<file path="src/switch_on_fault_pkg.sv">
// constants and carrier types for the switch-on-to-fault block
package switch_on_fault_pkg;
  localparam int CLK_HZ = 250000000;
  localparam int TICK_NS = 1000000;
  localparam int CLK_NS = 4;
  localparam int TICK_CYCLES = TICK_NS / CLK_NS;
  localparam logic [20:0] RELEASE_MS_DEFAULT = 21'h0003E8;
  localparam int GROUPS = 8;
  localparam int LOG_DEPTH = 12;
  localparam logic [15:0] COUNT_RESET = 16'h0000;
  localparam int MODE_W = 3;
  localparam logic [2:0] MODE_ON = 3'h0;
  localparam logic [2:0] MODE_BLOCKED = 3'h1;
  localparam logic [2:0] MODE_TEST = 3'h2;
  localparam logic [2:0] MODE_TEST_BLOCKED = 3'h3;
  localparam logic [2:0] MODE_OFF = 3'h4;
  localparam logic [1:0] FORCE_NORMAL = 2'h0;
  localparam logic [1:0] FORCE_BLOCKED = 2'h1;
  localparam logic [1:0] FORCE_ACTIVE = 2'h2;
  localparam logic [1:0] FORCE_TRIP = 2'h3;
  localparam logic [2:0] COND_NORMAL = 3'h0;
  localparam logic [2:0] COND_INIT = 3'h1;
  localparam logic [2:0] COND_ACTIVE = 3'h2;
  localparam logic [2:0] COND_TRIP = 3'h3;
  localparam logic [2:0] COND_BLOCKED = 3'h4;
  localparam int EV_INIT = 0;
  localparam int EV_BLOCK = 1;
  localparam int EV_ACTIVE = 2;
  localparam int EV_TRIP = 3;

  typedef struct packed {
    logic [3:0] on;
    logic [3:0] off;
  } event_flags_t;

  typedef struct packed {
    logic [47:0] stamp;
    logic [1:0] event_code;
    logic [2:0] group;
    logic [20:0] remaining_ms;
    logic [20:0] active_ms;
  } log_record_t;
endpackage

</file>
<file path="src/switch_on_fault.sv">
// switch-on-to-fault arming, trip, events, counters and record log
`timescale 1ns/1ps
// Notes on behaviour
// arm only on rising edge of activate
// window lasts selected release time, ms steps
// function input during window trips immediately
// block input stops arming, reports blocked
// activate comes from input or close command; the block takes activate_in only, which the bench drives from close_cmd
// five node modes, on default, reported
// forcing overrides reported state when enabled
// condition status shows one of five states
// on/off events per condition, maskable
// cumulative counters per condition, clearable
// log last twelve activation records
// release time follows live setting group
// expiry without trip returns to normal
module switch_on_fault (
  input wire logic clk,
  input wire logic reset,
  input wire logic activate_in,
  input wire logic block_in,
  input wire logic [7:0] function_in,
  input wire logic [2:0] node_operating_mode,
  input wire logic force_enable,
  input wire logic [1:0] force_select,
  input wire logic [2:0] group_select,
  input wire logic [switch_on_fault_pkg::GROUPS*21-1:0] release_ms_table,
  input wire logic [47:0] time_stamp,
  input wire logic [3:0] event_on_mask,
  input wire logic [3:0] event_off_mask,
  input wire logic counter_clear,
  input wire logic [3:0] log_read_index,
  output logic trip_out,
  output logic active_out,
  output logic [2:0] condition_status,
  output logic [2:0] node_mode_in_effect,
  output switch_on_fault_pkg::event_flags_t event_pulse,
  output logic [63:0] event_counts,
  output switch_on_fault_pkg::log_record_t log_data,
  output logic [3:0] log_count
);
  logic [2:0] act_sync, blk_sync;
  logic [7:0] fn_sync [3];
  logic act_level_reg, act_level_next;
  logic blk_level_reg, blk_level_next;
  logic [7:0] fn_level_reg, fn_level_next;
  logic act_prev_reg, act_prev_next;
  logic [17:0] tick_cnt_reg, tick_cnt_next;
  logic [20:0] elapsed_reg, elapsed_next;
  logic armed_reg, armed_next;
  logic trip_reg, trip_next;
  logic [3:0] cond_reg;
  logic [3:0] cond_prev_reg;
  logic [3:0] cond_now;
  logic [20:0] release_ms;
  logic arm_edge, mode_blocks, mode_off, tick;
  logic [15:0] count_reg [4];
  logic [15:0] count_next [4];
  switch_on_fault_pkg::log_record_t log_mem [switch_on_fault_pkg::LOG_DEPTH];
  logic [3:0] wr_ptr_reg;
  logic [3:0] log_cnt_reg;
  logic [2:0] status_next;

  // three-stage capture of pin inputs, qualified on stages two and three
  always_ff @(posedge clk) begin
    act_sync <= {act_sync[1:0], activate_in};
    blk_sync <= {blk_sync[1:0], block_in};
    fn_sync[0] <= function_in;
    fn_sync[1] <= fn_sync[0];
    fn_sync[2] <= fn_sync[1];
  end

  always_comb begin
    act_level_next = (act_sync[1] == act_sync[2]) ? act_sync[2] : act_level_reg;
    blk_level_next = (blk_sync[1] == blk_sync[2]) ? blk_sync[2] : blk_level_reg;
    for (int i = 0; i < 8; i++) begin
      fn_level_next[i] = (fn_sync[1][i] == fn_sync[2][i]) ?
                         fn_sync[2][i] : fn_level_reg[i];
    end
  end

  always_comb begin
    release_ms = release_ms_table[group_select*21 +: 21];
    mode_off = (node_operating_mode == switch_on_fault_pkg::MODE_OFF);
    mode_blocks =
        (node_operating_mode == switch_on_fault_pkg::MODE_BLOCKED) ||
        (node_operating_mode == switch_on_fault_pkg::MODE_TEST_BLOCKED);
    arm_edge = act_level_reg && !act_prev_reg;
    tick = (tick_cnt_reg == 18'(switch_on_fault_pkg::TICK_CYCLES - 1));
  end

  // timer and trip state
  always_comb begin
    act_prev_next = act_level_reg;
    tick_cnt_next = tick ? 18'h00000 : tick_cnt_reg + 18'h00001;
    armed_next = armed_reg;
    elapsed_next = elapsed_reg;
    trip_next = trip_reg;
    if (mode_off) begin
      armed_next = 1'b0;
      trip_next = 1'b0;
    end else if (arm_edge && !blk_level_reg && !mode_blocks) begin
      armed_next = 1'b1;
      elapsed_next = 21'h000000;
      tick_cnt_next = 18'h00000;
      // closing onto a standing fault trips at once
      trip_next = |fn_level_reg;
    end else if (armed_reg) begin
      if (|fn_level_reg) begin
        trip_next = 1'b1;
      end
      if (tick) begin
        elapsed_next = elapsed_reg + 21'h000001;
      end
      if (elapsed_reg >= release_ms) begin
        armed_next = 1'b0;
        trip_next = 1'b0;
      end
    end else begin
      trip_next = 1'b0;
    end
  end

  always_ff @(posedge clk) begin
    if (reset) begin
      // level and previous start high: a level already up never arms
      act_level_reg <= 1'b1;
      blk_level_reg <= 1'b0;
      fn_level_reg <= 8'h00;
      act_prev_reg <= 1'b1;
      tick_cnt_reg <= 18'h00000;
      elapsed_reg <= 21'h000000;
      armed_reg <= 1'b0;
      trip_reg <= 1'b0;
    end else begin
      act_level_reg <= act_level_next;
      blk_level_reg <= blk_level_next;
      fn_level_reg <= fn_level_next;
      act_prev_reg <= act_prev_next;
      tick_cnt_reg <= tick_cnt_next;
      elapsed_reg <= elapsed_next;
      armed_reg <= armed_next;
      trip_reg <= trip_next;
    end
  end

  // condition vector: init is the arming edge, block covers input or mode
  always_comb begin
    cond_now[switch_on_fault_pkg::EV_INIT] = armed_next && !armed_reg;
    cond_now[switch_on_fault_pkg::EV_BLOCK] =
        (blk_level_reg || mode_blocks) && !mode_off;
    cond_now[switch_on_fault_pkg::EV_ACTIVE] = armed_next;
    cond_now[switch_on_fault_pkg::EV_TRIP] = trip_next;
    status_next = cond_now[switch_on_fault_pkg::EV_BLOCK] ?
                  switch_on_fault_pkg::COND_BLOCKED :
                  switch_on_fault_pkg::COND_NORMAL;
    if (armed_next) status_next = switch_on_fault_pkg::COND_ACTIVE;
    if (armed_next && !armed_reg) status_next = switch_on_fault_pkg::COND_INIT;
    if (trip_next) status_next = switch_on_fault_pkg::COND_TRIP;
    if (force_enable) begin
      case (force_select)
        switch_on_fault_pkg::FORCE_BLOCKED:
          status_next = switch_on_fault_pkg::COND_BLOCKED;
        switch_on_fault_pkg::FORCE_ACTIVE:
          status_next = switch_on_fault_pkg::COND_ACTIVE;
        switch_on_fault_pkg::FORCE_TRIP:
          status_next = switch_on_fault_pkg::COND_TRIP;
        default: ;
      endcase
    end
  end

  always_ff @(posedge clk) begin
    if (reset) begin
      cond_reg <= 4'h0;
      cond_prev_reg <= 4'h0;
      condition_status <= switch_on_fault_pkg::COND_NORMAL;
      node_mode_in_effect <= switch_on_fault_pkg::MODE_ON;
      event_pulse <= '0;
      trip_out <= 1'b0;
      active_out <= 1'b0;
    end else begin
      cond_reg <= cond_now;
      cond_prev_reg <= cond_reg;
      condition_status <= status_next;
      node_mode_in_effect <= node_operating_mode;
      event_pulse.on <= cond_reg & ~cond_prev_reg & event_on_mask;
      event_pulse.off <= ~cond_reg & cond_prev_reg & event_off_mask;
      trip_out <= trip_next || (force_enable &&
                  force_select == switch_on_fault_pkg::FORCE_TRIP);
      active_out <= armed_next;
    end
  end

  // counters; an ON edge in the clear cycle still counts
  for (genvar g = 0; g < 4; g++) begin : g_count
    always_comb begin
      count_next[g] = count_reg[g];
      if (cond_reg[g] && !cond_prev_reg[g]) begin
        count_next[g] = counter_clear ? 16'h0001 : count_reg[g] + 16'h0001;
      end else if (counter_clear) begin
        count_next[g] = switch_on_fault_pkg::COUNT_RESET;
      end
    end
    always_ff @(posedge clk) begin
      if (reset) count_reg[g] <= switch_on_fault_pkg::COUNT_RESET;
      else count_reg[g] <= count_next[g];
    end
  end

  // one process owns the whole output word
  always_ff @(posedge clk) begin
    if (reset) event_counts <= {4{switch_on_fault_pkg::COUNT_RESET}};
    else event_counts <= {count_reg[3], count_reg[2],
                          count_reg[1], count_reg[0]};
  end

  // circular log, oldest overwritten once twelve are held
  always_ff @(posedge clk) begin
    if (reset) begin
      wr_ptr_reg <= 4'h0;
      log_cnt_reg <= 4'h0;
    end else if (cond_now[switch_on_fault_pkg::EV_INIT]) begin
      log_mem[wr_ptr_reg] <= '{time_stamp,
                                2'(switch_on_fault_pkg::EV_ACTIVE),
                                group_select, release_ms, 21'h000000};
      wr_ptr_reg <= (wr_ptr_reg == 4'(switch_on_fault_pkg::LOG_DEPTH - 1)) ?
                    4'h0 : wr_ptr_reg + 4'h1;
      if (log_cnt_reg != 4'(switch_on_fault_pkg::LOG_DEPTH)) begin
        log_cnt_reg <= log_cnt_reg + 4'h1;
      end
    end
  end

  always_ff @(posedge clk) begin
    if (reset) begin
      log_data <= '0;
      log_count <= 4'h0;
    end else begin
      log_count <= log_cnt_reg;
      log_data <= (log_read_index < 4'(switch_on_fault_pkg::LOG_DEPTH)) ?
                  log_mem[log_read_index] : '0;
    end
  end
endmodule // switch_on_fault

</file>
<file path="config.mk">
export PLATFORM = sky130hd
export DESIGN_NAME = switch_on_fault
export DESIGN_NICKNAME = d
export VERILOG_FILES = /design/src/switch_on_fault_pkg.sv /design/src/switch_on_fault.sv
export SDC_FILE = /design/constraint.sdc
export NUM_CORES = 1
export LEC_CHECK = 0
export BUFFER_PORTS_ARGS = -buffer_cell sky130_fd_sc_hd__buf_2
export CAP_MARGIN = 20
export CORE_UTILIZATION = 50
export CTS_CLUSTER_SIZE = 20
export DETAILED_ROUTE_END_ITERATION = 6
export HOLD_SLACK_MARGIN = 0.06
export PLACE_DENSITY = 0.69
export RECOVER_POWER = 25
export REMOVE_ABC_BUFFERS = 1
export SYNTH_ARGS = -nofsm -noshare
export SYNTH_HDL_FRONTEND = slang
export SYNTH_SLANG_ARGS = --single-unit
</file>
<file path="constraint.sdc">
create_clock -name clk -period 16.3 [get_ports clk]
set_clock_uncertainty 0.2 [all_clocks]
set_input_delay 3.26 -clock clk [delete_from_list [all_inputs] [get_ports clk]]
set_output_delay 3.26 -clock clk [all_outputs]
set_load 0.02 [all_outputs]
</file>
# Word level (Yosys, flattened, before mapping)
# Memory sizes are Yosys's and may differ from the RTL's. A register that Yosys moved wholly into a read port is not among the register bits.
# Index checks and enable logic that the tools add are counted.
[word_totals] ram_bits=952 wordCells=148 memories=3 reg_bits=180
[op_classes] addsub=8 order_cmp=2 n_mux=44 n_eq_ne=19 mul=1 n_bitwise=12 shifts=1 n_reduce_logical=28
[mem_list] memory="log_mem" depth=12 width=72 rd=1 rd_clocked_by_memory_dff=1 wr=1 line_no="switch_on_fault.sv:59" source="switch_on_fault_pkg::log_record_t log_mem [switch_on_fault_pkg::LOG_DEPTH];"
[mem_list] memory="count_reg" depth=4 width=16 rd=4 rd_clocked_by_memory_dff=0 wr=4 line_no="switch_on_fault.sv:57" source="logic [15:0] count_reg [4];"
[mem_list] memory="fn_sync" depth=3 width=8 rd=3 rd_clocked_by_memory_dff=0 wr=3 line_no="switch_on_fault.sv:43" source="logic [7:0] fn_sync [3];"
[op_table] op="$mux 16" n=16
[op_table] op="$shiftx 168x9->21" n=1
[op_table] op="$add 16x1->16 const B" n=4
[op_table] op="$mux 21" n=3
[op_table] op="$mux 18" n=3
[op_table] op="$add 21x1->21 const B" n=1
[op_table] op="$ge 21x21->1" n=1
[op_table] op="$add 18x1->18 const B" n=1
[op_table] op="$eq 18x18->1 const B" n=1
[op_table] op="$and 4x4->4" n=4
[op_table] op="$mux 1" n=15
[op_table] op="$mux 3" n=5
[op_table] op="$eq 1x1->1" n=10
[op_table] op="$logic_and 1x1->1" n=10
[op_table] op="$logic_not 1->1" n=9
[op_table] op="$pmux 3 s3" n=1
[op_table] op="$add 4x1->4 const B" n=2
[op_table] op="$mul 3x5->8 const B" n=1
[op_table] op="$not 4->4" n=2
[op_table] op="$reduce_or 8->1" n=1
[op_table] op="$eq 2x2->1 const B" n=2
[op_table] op="$eq 4x4->1 const B" n=1
[op_table] op="$lt 4x4->1 const B" n=1
[op_table] op="$mux 4" n=1
[op_table] op="12 further kinds" n=19

# Depth between registers and ports, before layout
[depth] depth_word=12 mapped_depth=10

# Worst setup path before layout
# Ideal clock, no wire load.
[synth_timing] kind="input -> register" start="input port group_select[0]" end="memory log_mem[0][0] (netlist name) (enable)" t_required_ns=15.421 setup_time_ns=0.679 path_buffers=2 setup_slack_ns=2.146 stages=10 t_arrival_ns=13.275 cell_sequence="clkbuf_1 buf_1 mux4_2 mux2i_1 ha_1 a211oi_1 nor2_1 a2111oi_0 nor2_1 nor4_1"
[synth_between] elab_chain_len=11
[synth_lines] element="start: declaration" line_no="switch_on_fault.sv:26" source="input wire logic [2:0] group_select,"
[synth_lines] element="$mul 3x5->8" line_no="switch_on_fault.sv:83" source="release_ms = release_ms_table[group_select*21 +: 21];"
[synth_lines] element="$shiftx 168x9->21" line_no="switch_on_fault.sv:83"
[synth_lines] element="$ge 21x21->1" line_no="switch_on_fault.sv:115" source="if (elapsed_reg >= release_ms) begin"
[synth_lines] element="$mux 1" line_no="switch_on_fault.sv:115"
[synth_lines] element="$mux 1" line_no="switch_on_fault.sv:108" source="end else if (armed_reg) begin"
[synth_lines] element="$mux 1" line_no="switch_on_fault.sv:102" source="end else if (arm_edge && !blk_level_reg && !mode_blocks) begin"
[synth_lines] element="$mux 1" line_no="switch_on_fault.sv:99" source="if (mode_off) begin"
[synth_lines] element="$logic_and 1x1->1" line_no="switch_on_fault.sv:149" source="cond_now[switch_on_fault_pkg::EV_INIT] = armed_next && !armed_reg;"
[synth_lines] element="$mux 1" line_no="switch_on_fault.sv:223" source="end else if (cond_now[switch_on_fault_pkg::EV_INIT]) begin"
[synth_lines] element="$mux 1" line_no="switch_on_fault.sv:220" source="if (reset) begin"
[synth_lines] element="$mux 1 (implied by the code)" line_no="switch_on_fault.sv:224" source="log_mem[wr_ptr_reg] <= '{time_stamp,"
[synth_lines] element="end: declaration" line_no="switch_on_fault.sv:59"
# Every way passes these cells.

# Worst setup path in the final report
[layout_timing] start="input port group_select[0]" end="memory log_mem[5][8] (netlist name) (enable)"
# Same word-level chain as after synthesis.

==> impl_results.md <==
* CTS H-tree depth at 3
* Peak VDD IR at 94.9 uV
* Total grt overflow at 0
* RePlAce Congestion at 0.868
* Core Util, Final at 58.6%
* Area of the multi-input gates at 0.0120 sq mm
* Leak at 18.2 nW
* Synth Flop Type: edfxtp_1
* Top-area cell type share of the netlist area at 57.7%
* Sequential fraction of the synthesis area at 71.8%
* Outcome: complete, but fails checks
* CTS root buf: clkbuf_16
* Share of cells above drive strength 1 at 27.2%
* Worst r2r dst: log_mem[5][8]
* Setup tns final at 0 ns
* Period minus WS final at 8.81 ns
* Wirelength per Cell at 23.5 um
* Fill count at 6548
* Hold crit path type: reg2reg
* Hold depth at 0
* Largest net degree at the start of global routing at 105
* Max_slew headroom at 27.9%
* DRT iter0 DRCs at 2062
* Cell Rows at 109
* Fin nets at 3332
* Port Buffers at 406
* Worst setup SP type: input pin
* CTS tree: done
* Area contributors post-synth: edfxtp_1 (58%), dfxtp_1 (14%), mux4_2 (13%)
* Reg-to-reg startpoint: elapsed_reg[3]
* Final Hold Vio Count at 0
* Hold-fix buffers at CTS at 0
* Actual slew at the worst max-slew pin at 1.08 ns
* Clock slew at reported path FFs at 0.06 ns
* Cell variety after synth at 52
* Routed Wire Length at 102000 um
* Biggest regs: log_mem x864, log_data x73
* Final period util at 54.0%
* Final setup fails at 0
* Vias per cell at 5.71
* Data arrival, critical path at 8.92 ns
* Critical Path RT at 16.42 ns
* Postcts setup bufs at 0
* CTS Sinks at 1180
* Cells after Synth at 2619
* Deepest clock path buffer count at 3
* Initial antenna violation count at 11
* Total core area at 0.0888 sq mm
* Leading cell type by number of instances after synthesis: edfxtp_1
* Post-synth top area cell: edfxtp_1
* EDFF count, synth at 864
* Post-cts resize count at 0
* Crit. End Element: flip-flop
* Via Count at 24700
* Max reg flops at 864
* Vias in the first global route at 25700
* Initial cell density of the core at 50.6%
* Die footprint at 0.0911 sq mm
* R2R cell count at 8
* Total CTS buffers at 114
* R2r setup slk at 11.89 ns
* WHS Endpoint: blk_sync[1]
* Commonest cells in the netlist: edfxtp_1 (864), dfxtp_1 (316), mux4_2 (258), nor2_1 (256), a21oi_1 (113)
* Ys async rst share at 0%
* Slew Viols, Final at 0
* PwrDens at 120 mW/mm^2
* Top reg by flops: log_mem
* Horiz. Die Dim at 302 um
* Hpwl dp at 59700 um
* Antenna-violating nets left at 0
* Failing checks: design-rule violations
* First-pass GRT wire length at 153000 um
* Top Ports at 429
* Max-cap viol count at 0
* Die height at 302 um
* Synthesized area per cell at 17.2 sq um
* DRC viols at 32
* RSZ-0062 raised after global routing: false
* Fmax at 0.114 GHz
* CP Max Fanout at 50
* Synthesized flop and latch total at 1180
* Type of the worst setup path: in2reg
* DRT Pass-1 Iters at 7
* Reg area at 0.0323 sq mm
* Clock latency on the worst-skew pair at 0.70 ns
* Synthesized area at 0.0450 sq mm
* Layout area overhead at 15.8%
* Gr usage total at 22.4%
* HP Start: blk_sync[0]
* YS warnings at 0
-- cells by family (layout without fill, tap and decap cells) --
family / Yosys count / count (layout) / share of synthesized area, %
DFF: 1180 / 1180 / 71.8
and+or+nand+nor: 586 / 586 / 6.29
muxes: 358 / 358 / 15.2
buffers and inverters: 198 / 706 / 1.89
AOI/OAI and AO/OA: 193 / 193 / 2.58
xor gates and xnor gates: 70 / 70 / 1.36
adders and majority gates: 33 / 33 / 0.919
other: 1 / 27 / 0.00834
-- power by group --
group | switching, mW | internal (mW)
sequential | 0.0102 | 3.26
clock | 1.11 | 1.53
combinational | 0.207 | 0.127
-- how the worst max path moves through the flow --
stage                                from        endpoint  slack [ns]
after floorplan           group_select[0]   log_mem[0][0]        3.02
after global placement    group_select[0]  log_mem[5][16]        6.91
after detailed placement  group_select[0]  log_mem[5][16]        6.76
after CTS                 group_select[0]   log_mem[5][8]        7.49
after global routing      group_select[0]  log_mem[5][16]        7.17
final                     group_select[0]   log_mem[5][8]        7.49
-- final cells by class --
cell class,instances,share of cell area (%)
antenna,5,0.0240
timing repair buffer,449,4.50
clock buffer,154,6.10
tap,1165,2.80
multi-input combinational,1262,23.0
clock inverter,61,1.25
sequential,1180,62.0
inverter,42,0.303
-- metal layers --
layer / wire length (um) / up-vias / GRT usage, %
met5: 0 / - / 0
met4: 1990 / 0 / 6.40
met3: 5900 / 125 / 3.23
met2: 52100 / 851 / 38.4
met1: 41600 / 12700 / 30.0
li1: - / 11000 / -
-- metrics by stage --
stage	power, mW	hold WS [ns]	setup slack (ns)	instances	area, sq um
floorplan	3.49	0.110	3.02	2484	44300
global placement	3.66	0.111	6.91	4096	48200
detailed placement	3.67	0.119	6.76	4096	48200
CTS	6.29	0.133	7.49	4311	52100
global route	6.44	0.139	7.17	4317	52100
finish	6.24	0.131	7.49	4318	52100
-- worst max-delay path, stage by stage --
cell and delay (ns):
buf_4 0.57, buf_4 0.42, mux4_2 0.53, mux2i_1 0.68
ha_1 0.40, nand4b_1 0.10, a31oi_1 0.08, o311ai_0 0.77
a21oi_1 0.41, nor4_2 0.35, buf_4 0.40, buf_4 0.83
-- cell usage in the layout, fill, tap and decap left out, types with 4 or more instances in the layout --
cell,instances
edfxtp_1,864
buf_2,354
dfxtp_1,316
mux4_2,258
nor2_1,256
clkbuf_16,117
a21oi_1,113
mux2i_1,99
nand2_1,77
nor2b_1,74
clkbuf_1,72
buf_4,45
inv_1,42
nand3_1,40
xnor2_1,35
xor2_1,35
ha_1,33
nand4_1,31
o21ai_0,29
conb_1,22
and3_1,21
clkinv_2,21
a2111o_1,18
clkinv_1,17
nor3_1,16
and4_1,13
or3_1,12
o2111ai_1,12
clkbuf_8,11
bufinv_16,10
nor3_2,9
o21ai_1,7
clkinvlp_4,6
diode_2,5
or2_2,4
nor4_2,4
or4_1,4
and2_1,4
Power figures use the tool's default switching activity.
